===== config.mk =====
export PLATFORM = sky130hd
export DESIGN_NAME = adcc_ctrl
export DESIGN_NICKNAME = d
export VERILOG_FILES = /design/src/hw/adcc_ctrl.v
export VERILOG_INCLUDE_DIRS = /design/src /design/src/hw
export SDC_FILE = /design/constraint.sdc
export NUM_CORES = 1
export LEC_CHECK = 0
export BUFFER_PORTS_ARGS = -buffer_cell sky130_fd_sc_hd__buf_2
export CORE_UTILIZATION = 40
export DETAILED_ROUTE_END_ITERATION = 6
export SYNTH_ARGS = -nofsm -noshare
export SYNTH_HDL_FRONTEND = slang
export SYNTH_SLANG_ARGS = --single-unit

===== constraint.sdc =====
create_clock -name CLK_I -period 2.7 [get_ports CLK_I]
set_input_delay 0.135 -clock CLK_I [delete_from_list [all_inputs] [get_ports CLK_I]]
set_output_delay 0.135 -clock CLK_I [all_outputs]
set_load 0.02 [all_outputs]

===== src/hw/adcc_defs.vh =====
// register map, field positions, reset values and timing counts
`ifndef ADCC_DEFS_VH
`define ADCC_DEFS_VH
// ---------------------------------------------------------------
// register offsets
// ---------------------------------------------------------------
`define ADCC_OFF_CTRL0 3'h0
`define ADCC_OFF_CTRL1 3'h1
`define ADCC_OFF_TRIG 3'h2
`define ADCC_OFF_RESH 3'h3
`define ADCC_OFF_RESL 3'h4
`define ADCC_OFF_STAT 3'h5
// ---------------------------------------------------------------
// field positions
// ---------------------------------------------------------------
`define ADCC_C0_EN 0
`define ADCC_C0_GO 1
`define ADCC_C0_CH_LO 2
`define ADCC_C0_CH_HI 6
`define ADCC_C1_FMT 7
`define ADCC_C1_CS_LO 4
`define ADCC_C1_CS_HI 6
`define ADCC_C1_REF_LO 0
`define ADCC_C1_REF_HI 1
`define ADCC_TR_LO 4
`define ADCC_TR_HI 7
`define ADCC_ST_FLAG 0
`define ADCC_ST_IE 1
// ---------------------------------------------------------------
// reset values
// ---------------------------------------------------------------
`define ADCC_RST_CTRL0 8'h00
`define ADCC_RST_CTRL1 8'h00
`define ADCC_RST_TRIG 4'h0
`define ADCC_RST_RES 8'h00
// ---------------------------------------------------------------
// trigger codes
// ---------------------------------------------------------------
`define ADCC_TRG_PWM1 4'h1
`define ADCC_TRG_PWM2 4'h2
`define ADCC_TRG_TMR0 4'h3
`define ADCC_TRG_TMR1 4'h4
`define ADCC_TRG_TMR2 4'h5
`define ADCC_TRG_CMP 4'h6
`define ADCC_TRG_PWM3 4'h7
`define ADCC_TRG_OF1 4'h8
`define ADCC_TRG_OF2 4'h9
`define ADCC_TRG_OF3 4'hA
// ---------------------------------------------------------------
// timing: conversion is 23 half bit periods (11.5 periods)
// ---------------------------------------------------------------
`define ADCC_HALF_TOTAL 5'h17
`define ADCC_HALF_FIRST 5'h03
`endif


===== src/hw/adcc_ctrl.v =====
// conversion control for a 10-bit successive-approximation converter
//
// Contract
// - enable powers core; go bit starts conversion
// - completion clears go, sets flag, loads results
// - go cleared mid-conversion stores filled partial result
// - reset clears registers, stops any conversion
// - sleep conversion only with RC clock; wakes
// - sleep, RC, irq off: power down after
// - sleep with other clock aborts, powers down
// - trigger rising edge sets go bit
// - four-bit trigger select decode
// - any enabled pwm irq condition triggers
// - timer wraps used as triggers set flags
// - five-bit channel select decode
// - go bit reads busy state
// - enable cleared means converter off
// - format bit selects right or left justify
// - three-bit conversion clock decode
// - two-bit positive reference decode
// - conversion lasts 11.5 bit periods
// - done flag set on every completion
//
// The address map and the address-and-strobe port were left to the implementer.
`timescale 1ns/1ps
`include "adcc_defs.vh"
module adcc_ctrl (
  // clock and reset
  input wire CLK_I,
  input wire RST_N_I,
  // register port
  input wire [2:0] ADDR_I,
  input wire [7:0] WDATA_I,
  input wire WR_I,
  input wire RD_I,
  output reg [7:0] RDATA_O,
  // system
  input wire SLEEP_I,
  input wire RC_CLK_I,
  output wire IRQ_O,
  output wire WAKE_O,
  // trigger sources
  input wire [11:0] PWM_MATCH_I,
  input wire [11:0] PWM_IE_I,
  input wire [2:0] PWM_OFFSET_HIT_I,
  input wire TIMER0_WRAP_I,
  input wire TIMER1_WRAP_I,
  input wire TIMER2_PERIOD_HIT_I,
  input wire COMPARATOR_OUT_SYNCED_I,
  output wire TIMER0_FLAG_SET_O,
  output wire TIMER1_FLAG_SET_O,
  // analog core
  input wire COMP_I,
  output wire POWER_O,
  output wire SAMPLE_O,
  output reg [9:0] TRIAL_O,
  output wire [3:0] PIN_SEL_O,
  output wire TEMP_SEL_O,
  output wire DAC_SEL_O,
  output wire FIXED_REF_SEL_O,
  output wire REF_SUPPLY_O,
  output wire REF_PIN_O,
  output wire REF_FIXED_O
);

// ---------------------------------------------------------------
// registers
// ---------------------------------------------------------------
localparam ST_IDLE = 2'b01;
localparam ST_CONV = 2'b10;
localparam [7:0] RST_C0 = `ADCC_RST_CTRL0;

reg [1:0] state;
reg converter_enable;
reg go;
reg [4:0] channel_select_field;
reg result_format;
reg [2:0] conversion_clock_field;
reg [1:0] positive_reference_field;
reg [3:0] trigger_source_field;
reg [7:0] result_high;
reg [7:0] result_low;
reg conversion_done_flag;
reg conversion_irq_enable;
reg sleep_off;
reg [4:0] half_cnt;
reg [5:0] div_cnt;
reg [9:0] sar;
reg [3:0] bit_idx;
reg any_bit;
reg trig_prev;
reg rc_s1;
reg rc_s2;
reg rc_s3;
reg rc_lvl;

wire wr_c0 = WR_I && (ADDR_I == `ADCC_OFF_CTRL0);
wire wr_c1 = WR_I && (ADDR_I == `ADCC_OFF_CTRL1);
wire wr_tr = WR_I && (ADDR_I == `ADCC_OFF_TRIG);
wire wr_rh = WR_I && (ADDR_I == `ADCC_OFF_RESH);
wire wr_rl = WR_I && (ADDR_I == `ADCC_OFF_RESL);
wire wr_st = WR_I && (ADDR_I == `ADCC_OFF_STAT);

// ---------------------------------------------------------------
// trigger selection
// ---------------------------------------------------------------
wire [2:0] pwm_irq;
genvar g;
generate
  for (g = 0; g < 3; g = g + 1) begin : g_pwm
    assign pwm_irq[g] =
      |(PWM_MATCH_I[4*g+3:4*g] & PWM_IE_I[4*g+3:4*g]);
  end
endgenerate

reg trig_lvl;
always @* begin
  case (trigger_source_field)
    `ADCC_TRG_PWM1: trig_lvl = pwm_irq[0];
    `ADCC_TRG_PWM2: trig_lvl = pwm_irq[1];
    `ADCC_TRG_TMR0: trig_lvl = TIMER0_WRAP_I;
    `ADCC_TRG_TMR1: trig_lvl = TIMER1_WRAP_I;
    `ADCC_TRG_TMR2: trig_lvl = TIMER2_PERIOD_HIT_I;
    `ADCC_TRG_CMP: trig_lvl = COMPARATOR_OUT_SYNCED_I;
    `ADCC_TRG_PWM3: trig_lvl = pwm_irq[2];
    `ADCC_TRG_OF1: trig_lvl = PWM_OFFSET_HIT_I[0];
    `ADCC_TRG_OF2: trig_lvl = PWM_OFFSET_HIT_I[1];
    `ADCC_TRG_OF3: trig_lvl = PWM_OFFSET_HIT_I[2];
    default: trig_lvl = 1'b0;
  endcase
end

wire trig_edge = trig_lvl && !trig_prev;
assign TIMER0_FLAG_SET_O = trig_edge &&
  (trigger_source_field == `ADCC_TRG_TMR0);
assign TIMER1_FLAG_SET_O = trig_edge &&
  (trigger_source_field == `ADCC_TRG_TMR1);

// ---------------------------------------------------------------
// conversion clock: half bit period ticks
// ---------------------------------------------------------------
wire use_rc = (conversion_clock_field[1:0] == 2'b11);
reg [5:0] half_div;
always @* begin
  case (conversion_clock_field)
    3'h0: half_div = 6'h01;
    3'h4: half_div = 6'h02;
    3'h1: half_div = 6'h04;
    3'h5: half_div = 6'h08;
    3'h2: half_div = 6'h10;
    3'h6: half_div = 6'h20;
    default: half_div = 6'h01;
  endcase
end

wire rc_edge = (rc_s2 == rc_s3) && (rc_s3 != rc_lvl);
wire half_tick = use_rc ? rc_edge : (div_cnt == half_div - 6'h01);

always @(posedge CLK_I or negedge RST_N_I) begin
  if (!RST_N_I) begin
    rc_s1 <= 1'b0;
    rc_s2 <= 1'b0;
    rc_s3 <= 1'b0;
    rc_lvl <= 1'b0;
  end else begin
    rc_s1 <= RC_CLK_I;
    rc_s2 <= rc_s1;
    rc_s3 <= rc_s2;
    if (rc_edge) begin
      rc_lvl <= rc_s3;
    end
  end
end

// ---------------------------------------------------------------
// conversion control
// ---------------------------------------------------------------
wire busy = (state == ST_CONV);
wire sleep_abort = SLEEP_I && !use_rc;
wire sw_abort = wr_c0 && !WDATA_I[`ADCC_C0_GO] && busy;
wire finish = busy && half_tick &&
  (half_cnt == `ADCC_HALF_TOTAL - 5'h01);
wire decide = busy && half_tick && half_cnt[0] &&
  (half_cnt >= `ADCC_HALF_FIRST) && !finish;
wire en_next = wr_c0 ? WDATA_I[`ADCC_C0_EN] : converter_enable;
wire start = !busy && en_next && !sleep_abort && !sleep_off &&
  ((wr_c0 && WDATA_I[`ADCC_C0_GO]) || trig_edge);

// partial result: undecided bits copy the last decided bit
reg [9:0] fill;
integer i;
always @* begin
  fill = sar;
  for (i = 0; i < 10; i = i + 1) begin
    if ((i <= bit_idx) && (half_cnt < `ADCC_HALF_TOTAL - 5'h01)) begin
      fill[i] = any_bit ? sar[bit_idx + 4'h1] : 1'b0;
    end
  end
end

wire [9:0] next_sar = COMP_I ? (sar | (10'h001 << bit_idx)) : sar;
wire [9:0] load_val = finish ? sar : fill;
wire load = finish || (sw_abort && !sleep_abort);

always @(posedge CLK_I or negedge RST_N_I) begin
  if (!RST_N_I) begin
    state <= ST_IDLE;
    converter_enable <= RST_C0[`ADCC_C0_EN];
    go <= 1'b0;
    channel_select_field <= 5'h00;
    result_format <= 1'b0;
    conversion_clock_field <= 3'h0;
    positive_reference_field <= 2'h0;
    trigger_source_field <= `ADCC_RST_TRIG;
    result_high <= `ADCC_RST_RES;
    result_low <= `ADCC_RST_RES;
    conversion_done_flag <= 1'b0;
    conversion_irq_enable <= 1'b0;
    sleep_off <= 1'b0;
    half_cnt <= 5'h00;
    div_cnt <= 6'h00;
    sar <= 10'h000;
    bit_idx <= 4'h9;
    any_bit <= 1'b0;
    trig_prev <= 1'b0;
    TRIAL_O <= 10'h000;
  end else begin
    trig_prev <= trig_lvl;
    if (wr_c0) begin
      converter_enable <= WDATA_I[`ADCC_C0_EN];
      channel_select_field <=
        WDATA_I[`ADCC_C0_CH_HI:`ADCC_C0_CH_LO];
    end
    if (wr_c1) begin
      result_format <= WDATA_I[`ADCC_C1_FMT];
      conversion_clock_field <= WDATA_I[`ADCC_C1_CS_HI:`ADCC_C1_CS_LO];
      positive_reference_field <=
        WDATA_I[`ADCC_C1_REF_HI:`ADCC_C1_REF_LO];
    end
    if (wr_tr) begin
      trigger_source_field <= WDATA_I[`ADCC_TR_HI:`ADCC_TR_LO];
    end
    if (wr_st) begin
      conversion_irq_enable <= WDATA_I[`ADCC_ST_IE];
    end
    // flag: software clears by writing 0, completion wins
    if (finish) begin
      conversion_done_flag <= 1'b1;
    end else if (wr_st && !WDATA_I[`ADCC_ST_FLAG]) begin
      conversion_done_flag <= 1'b0;
    end
    // sleep power-down, released on wake
    if (!SLEEP_I) begin
      sleep_off <= 1'b0;
    end else if (sleep_abort ||
                 (finish && !conversion_irq_enable)) begin
      sleep_off <= 1'b1;
    end
    // result registers: hardware load wins over software write
    if (load) begin
      if (result_format) begin
        result_high <= {6'h00, load_val[9:8]};
        result_low <= load_val[7:0];
      end else begin
        result_high <= load_val[9:2];
        result_low <= {load_val[1:0], 6'h00};
      end
    end else begin
      if (wr_rh) begin
        result_high <= WDATA_I;
      end
      if (wr_rl) begin
        result_low <= WDATA_I;
      end
    end
    // half-period divider
    if (!busy || half_tick) begin
      div_cnt <= 6'h00;
    end else begin
      div_cnt <= div_cnt + 6'h01;
    end
    case (state)
      ST_IDLE: begin
        if (start) begin
          state <= ST_CONV;
          go <= 1'b1;
          half_cnt <= 5'h00;
          sar <= 10'h000;
          bit_idx <= 4'h9;
          any_bit <= 1'b0;
          TRIAL_O <= 10'h200;
        end
      end
      ST_CONV: begin
        if (!en_next || sleep_abort || sw_abort || finish) begin
          state <= ST_IDLE;
          go <= 1'b0;
          TRIAL_O <= 10'h000;
        end else if (half_tick) begin
          half_cnt <= half_cnt + 5'h01;
          if (decide) begin
            sar <= next_sar;
            any_bit <= 1'b1;
            if (bit_idx != 4'h0) begin
              bit_idx <= bit_idx - 4'h1;
              TRIAL_O <= next_sar | (10'h001 << (bit_idx - 4'h1));
            end else begin
              TRIAL_O <= next_sar;
            end
          end
        end
      end
      default: begin
        state <= ST_IDLE;
        go <= 1'b0;
      end
    endcase
  end
end

// ---------------------------------------------------------------
// read port: data valid the cycle after the strobe only
// ---------------------------------------------------------------
always @(posedge CLK_I or negedge RST_N_I) begin
  if (!RST_N_I) begin
    RDATA_O <= 8'h00;
  end else if (RD_I) begin
    case (ADDR_I)
      `ADCC_OFF_CTRL0:
        RDATA_O <= {1'b0, channel_select_field, go,
                    converter_enable};
      `ADCC_OFF_CTRL1:
        RDATA_O <= {result_format, conversion_clock_field, 2'h0,
                    positive_reference_field};
      `ADCC_OFF_TRIG: RDATA_O <= {trigger_source_field, 4'h0};
      `ADCC_OFF_RESH: RDATA_O <= result_high;
      `ADCC_OFF_RESL: RDATA_O <= result_low;
      `ADCC_OFF_STAT:
        RDATA_O <= {6'h00, conversion_irq_enable,
                    conversion_done_flag};
      default: RDATA_O <= 8'h00;
    endcase
  end else begin
    RDATA_O <= 8'h00;
  end
end

// ---------------------------------------------------------------
// analog side controls
// ---------------------------------------------------------------
assign IRQ_O = conversion_done_flag && conversion_irq_enable;
assign WAKE_O = SLEEP_I && IRQ_O;
assign POWER_O = converter_enable && !sleep_off;
assign SAMPLE_O = POWER_O && !busy;

generate
  for (g = 0; g < 4; g = g + 1) begin : g_pin
    assign PIN_SEL_O[g] = (channel_select_field == g);
  end
endgenerate
assign TEMP_SEL_O = (channel_select_field == 5'h1D);
assign DAC_SEL_O = (channel_select_field == 5'h1E);
assign FIXED_REF_SEL_O = (channel_select_field == 5'h1F);

assign REF_SUPPLY_O = (positive_reference_field == 2'h0);
assign REF_PIN_O = (positive_reference_field == 2'h2);
assign REF_FIXED_O = (positive_reference_field == 2'h3);

endmodule // adcc_ctrl


== Yosys cells after proc, flatten, opt, wreduce, memory -nomap -nowiden ==
Cells that the tools add are included.
Operators by class
  bitwise logic cells: 5
  reductions and logical operators: 72
  div/mod/pow operators: 0
  equal/unequal tests: 44
  $mul: 0
  add/sub/neg operators: 5
  muxes and demuxes: 64
  $lt $le $gt $ge: 12
  shifts and indexed selects: 2
Operator list (count)
  $mux W10: 11
  $mux W8: 7
  $pmux W8 S6: 1
  $pmux W10 S2: 2
  $logic_and A1 B1 Y1: 39
  $pmux W6 S5: 1
  $mux W1: 24
  $eq A5 B5 Y1 const B: 4
  $mux W4: 5
  $or A10 B10 Y10: 2
  $shl A1 B4 Y10 const A: 2
  $eq A4 B3 Y1 const B: 4
  $le A3 B4 Y1 const A: 4
  $eq A3 B3 Y1 const B: 5
  $mux W5: 3
  $and A4 B4 Y4: 3
  $eq A4 B4 Y1 const B: 3
  $reduce_or A4 Y1: 3
  $eq A5 B2 Y1 const B: 2
  $logic_not A1 Y1: 10
  $pmux W1 S10: 1
  $pmux W5 S2: 1
  $eq A3 B2 Y1 const B: 3
  $eq A2 B2 Y1 const B: 4
  other kinds (39): 60
Word-level totals
  memory bits (read-only): 0
  RAM bits: 0
  latch bits: 0
  bits of input ports: 49
  register bits after elaboration: 87
  output and inout port bits: 34
  memories kept: 0

== Logic depth before layout (Yosys ltp) ==
  depth in word-level cells: 13
  depth in mapped cells: 11
  mapped depth without buffers: 10

== Least setup slack after synthesis ==
OpenSTA, ideal clock, no wires.
  kind: reg-to-reg
  start: register bit_idx[0]
  end: register result_high[1]
  cell stages (with the launch flop): 11
  required time: 2.580 ns
  data arrival time: 2.823 ns
  path slack: -0.243 ns
  period minus slack after synthesis: 2.943 ns
  path through: dfstp_2 -> clkbuf_1 -> inv_1 -> ha_1 -> mux4_2 -> nand2_1 -> a31oi_1 -> nor2b_1 -> buf_2 -> a211o_1 -> a31o_1
Between the ends
  word-level cells in the longest chain between the ends: 8
  elaborated cells between the ends (all ways): 13
  classes of those cells: add/sub: 1; order compare: 2; mux: 8; reduce/logical: 2
RTL lines
  start, declared: RTL line adcc_ctrl.v:89  | reg [3:0] bit_idx;
  start signal, assigned: RTL line adcc_ctrl.v:305  | bit_idx <= bit_idx - 4'h1;
  $add A4 B1 Y4: RTL line adcc_ctrl.v:196  | fill[i] = any_bit ? sar[bit_idx + 4'h1] : 1'b0;
  $bmux W1 S4: RTL line adcc_ctrl.v:196
  $mux W1 (not written as such): RTL line adcc_ctrl.v:196
  $mux W1: RTL line adcc_ctrl.v:196
  $mux W1: RTL line adcc_ctrl.v:195  | if ((i <= bit_idx) && (half_cnt < `ADCC_HALF_TOTAL - 5'h01)) begin
  $mux W10 (*): RTL line adcc_ctrl.v:202  | wire [9:0] load_val = finish ? sar : fill;
  $mux W8 (*): RTL line adcc_ctrl.v:261  | if (result_format) begin
  $mux W8 (*): RTL line adcc_ctrl.v:260  | if (load) begin
  end signal, assigned: RTL line adcc_ctrl.v:215  | result_high <= `ADCC_RST_RES;
  end signal, assigned: RTL line adcc_ctrl.v:262  | result_high <= {6'h00, load_val[9:8]};
  end signal, assigned: RTL line adcc_ctrl.v:265  | result_high <= load_val[9:2];
  end, declared: RTL line adcc_ctrl.v:81  | reg [7:0] result_high;
Mark *: on every way between the ends. The rest lies on a longest branch, timed or not. The select of a mux whose other input is x is not followed.
A chain may end at the register's enable or synchronous reset.

== Final worst setup path ==
  start: register conversion_clock_field[0]
  end: register result_high[1]
Between the ends
  word-level cells in the longest chain between the ends: 10
  elaborated cells between the ends (all ways): 21
  classes of those cells: add/sub: 1; eq/ne: 7; mux: 5; reduce/logical: 8
RTL lines
  start, declared: RTL line adcc_ctrl.v:78  | reg [2:0] conversion_clock_field;
  start signal, assigned: RTL line adcc_ctrl.v:236  | conversion_clock_field <= WDATA_I[`ADCC_C1_CS_HI:`ADCC_C1_CS_LO];
  $eq A3 B3 Y1, or another cell as far along: RTL line adcc_ctrl.v:145  | case (conversion_clock_field)
  $pmux W6 S5: RTL line adcc_ctrl.v:145
  $sub A6 B1 Y6: RTL line adcc_ctrl.v:157  | wire half_tick = use_rc ? rc_edge : (div_cnt == half_div - 6'h01);
  $eq A6 B6 Y1: RTL line adcc_ctrl.v:157
  $mux W1: RTL line adcc_ctrl.v:157
  $logic_and A1 B1 Y1 (2 in a row): RTL line adcc_ctrl.v:181  | wire finish = busy && half_tick &&
  $mux W10: RTL line adcc_ctrl.v:202
  $mux W8: RTL line adcc_ctrl.v:261
  $mux W8: RTL line adcc_ctrl.v:260
Several ways; a longest one is shown, not always the timed one.

==> results.cfg <==
[placement]
dp_hpwl_um = 10900
numPortBuffers = 82
dp_slack_ns = -0.0717
gp_congestion = 0.891
dp.cells = 821

[power]
p_clk_frac = 0.260
switching_share = 0.370
vdd_drop_max_v = 0.000349
power_per_cell_area_nw_per_um2 = 759
seq_power_share = 0.332
power_leakage_uw = 0.00308
switchingPower_uw = 1860
combinationalPowerShare = 0.408
internal_power_uw = 3180

[yosys]
synth_top_area_cell = dfrtp_1
synth_nets = 623
synth_top_cell_area_share = 0.390
synthSimpleGateAreaFrac = 0.183
dominantRegCellSynth = dfrtp_1
synth_warnings = 0
synth-seq-cells = 86
synthDistinctLibCells = 75
synth-xor-area-share = 0.0164
synth-compound-area-share = 0.190
async_flop_share = 1.00
avgSynthCellArea_um2 = 9.62
synthCells = 554
synth.area.top_cells = dfrtp_1 (39%), mux2i_1 (5.6%), ha_1 (4.7%)
ys_seq_area_frac = 0.405
synth_top_family_by_area = compound AO/OA/AOI/OAI gates
synth_fa_ha_area_frac = 0.0488
synth_mux_area_frac = 0.118
synth-edff-count = 0
syn_area_um2 = 5330

[routing]
ant_nets = 0
drc = 0
dr.pass1.iters = 4
drt-initial-drc-count = 214
vias_per_cell = 5.50
route.vias.total = 4631
post_drt_wl_per_cell_um = 17.4
wl_um = 14600

[die]
die_y_um = 117
initial_core_util = 0.415
placementRows = 41
die_w_um = 117
core_area_um2 = 12800
fp.dieArea_um2 = 13800
ios = 83

[critical_path]
crit_chain = buf_4 -> ha_2 -> nor4bb_1 -> a21oi_1 -> nor2_2 -> o311a_1 -> buf_4 -> o21ai_4 -> a31oi_4 -> a211o_1 -> a31o_1
slowest_stage = dfrtp_1
crit_path_end_kind = flip-flop
crit_path_frequent_cell = buf_4
crit_required_ns = 2.94
critPathLaunchType = flip-flop
cp.arrival_ns = 2.88
max_stage_delay_ns = 0.39
critical_path_class = flip-flop to flip-flop
cp_max_fo = 6

[clock_network]
cts_tree = built
numCtsBuffers = 9
clock_latency_ns = 0.35
clock-root-buffer = clkbuf_16
cts_sinks = 86
path_clk_slew_ns = 0.06
clock_path_buffers = 2
htree_levels = 3

[sta]
skew_ns = 0.00803
worst_pin_slew_ns = 1.10
hold_viol = 28
rsz0062_at_grt = true
setup_tns_ns = 0
relSlewSlack = 0.268
hold_slack_ns = -0.0377
slew_violations = 0
setup_viol = 0
fin_crit_sh = 0.979
max_freq_mhz = 378
worst_slack_ns = 0.0563
min_period_ns = 2.64

[job]
max_cap_violations = 0

[layout]
syn_to_final_growth_pct = 24.6
multi_input_area_um2 = 3120
final_cells = 842
antennaDiodeCount = 0
nNetsFinal = 734
regArea_um2 = 2160
fillerInstances = 1196
layout_commonest_cell = dfrtp_1
mostFrequentLayoutCells = dfrtp_1 (83), buf_2 (81), nand2_1 (57), nor2_1 (55), buf_4 (39)
fin_util = 0.518
drive_gt1_frac = 0.297

[global_route]
grt_pass1_vias = 4600
grt_pass1_wl_um = 24000
grt.total_usage = 0.218
antenna_found_initial = 0
overflow = 0
grt_max_degree = 87

[worst_hold_path]
hp-class = input port to asynchronous set/reset pin

[run_status]
violations = negative hold slack
outcome = finished with violations
## per-stage QoR
step	area (µm²)	power, µW
5_1_grt	6640	5330
6_report	6640	5040
4_1_cts	6540	5010
3_5_place_dp	6160	3650
2_1_floorplan	5370	2990
3_3_place_gp	6160	3610
## cell type report
cell class                      count  share of cell area
Timing Repair Buffer              123               0.111
Clock buffer                       12              0.0402
Clock inverter                      4             0.00773
Multi-Input combinational cell    421               0.470
Tap cell                          172              0.0324
Inverter                           24              0.0136
Sequential cell                    86               0.325
## cell families after synthesis
family / Yosys count
compound gates: 140
xor+xnor: 10
fa+ha+maj: 21
buf+inv: 47
flops: 86
mux: 56
simple gates: 194
## worst max-delay path, delay by kind of cell, from the launching register on
family / cells / cell delay [ns]
AOI/OAI and AO/OA: 6 / 1.40
DFF: 1 / 0.39
adders and majority gates: 1 / 0.20
and+or+nand+nor: 2 / 0.22
buffers and inverters: 2 / 0.31
## what timing repair did
item,CTS,global route
pin swaps,4,6
resized for setup,7,22
setup endpoints to repair,15,38
setup buffers,3,1
endpoints found under the hold margin,1,0
hold buffers,1,0
## cells in the mapped netlist, types with 7 or more instances
| master | number |
|---|---|
| a21oi_1 | 24 |
| a221oi_1 | 8 |
| a22oi_1 | 7 |
| a31oi_1 | 9 |
| and3_1 | 10 |
| clkbuf_1 | 9 |
| dfrtp_1 | 83 |
| ha_1 | 20 |
| inv_1 | 22 |
| mux2_2 | 18 |
| mux2i_1 | 30 |
| nand2_1 | 58 |
| nand2b_1 | 8 |
| nand3_1 | 13 |
| nor2_1 | 57 |
| nor2b_1 | 11 |
| o21a_1 | 9 |
| o21ai_0 | 13 |
| o21ai_1 | 15 |
| o22ai_1 | 13 |
## flip-flops by register name, summed over array words and instances (netlist names), 2 cells and up
| register | flops |
|---|---|
| TRIAL_O | 10 |
| sar | 10 |
| RDATA_O | 8 |
| result_high | 8 |
| result_low | 8 |
| div_cnt | 6 |
| channel_select_field | 5 |
| half_cnt | 5 |
| bit_idx | 4 |
| trigger_source_field | 4 |
| conversion_clock_field | 3 |
| positive_reference_field | 2 |
| state | 2 |
## final timing paths
path / slack [ns] / endpoint / startpoint / cells after the start
worst max-delay path: 0.06 / result_high[1]$_DFFE_PN0P_ / conversion_clock_field[0]$_DFFE_PN0P_ / 11
worst min-delay path: -0.04 / RDATA_O[7]$_DFF_PN0_ / RST_N_I / 1
worst max register to register: 0.06 / result_high[1]$_DFFE_PN0P_ / conversion_clock_field[0]$_DFFE_PN0P_ / 11
worst min register to register: 0.35 / rc_s2$_DFF_PN0_ / rc_s1$_DFF_PN0_ / 0
max in group asynchronous: 1.99 / sar[3]$_DFFE_PN0P_ / RST_N_I / 1
min in group CLK_I: 0.05 / RDATA_O[2]$_DFF_PN0_ / RD_I / 2
## routing by layer
metal / vias up / wire, µm / GRT usage
met2: 126 / 6950 / 0.356
met5: - / 0 / 0
li1: 2237 / - / -
met1: 2251 / 6740 / 0.292
met4: 0 / 220 / 0.0787
met3: 17 / 734 / 0.0360
## power by group through the flow
| stage | Combinational [µW] | Clock, µW | Sequential [µW] |
|---|---|---|---|
| 6_report | 2050 | 1310 | 1670 |
| 5_1_grt | 2240 | 1390 | 1700 |
| 4_1_cts | 2000 | 1340 | 1670 |
| 3_5_place_dp | 1960 | 0 | 1690 |
| 3_3_place_gp | 1930 | 0 | 1680 |
| 2_1_floorplan | 1390 | 0 | 1610 |
(Power assumes the default switching activity.)
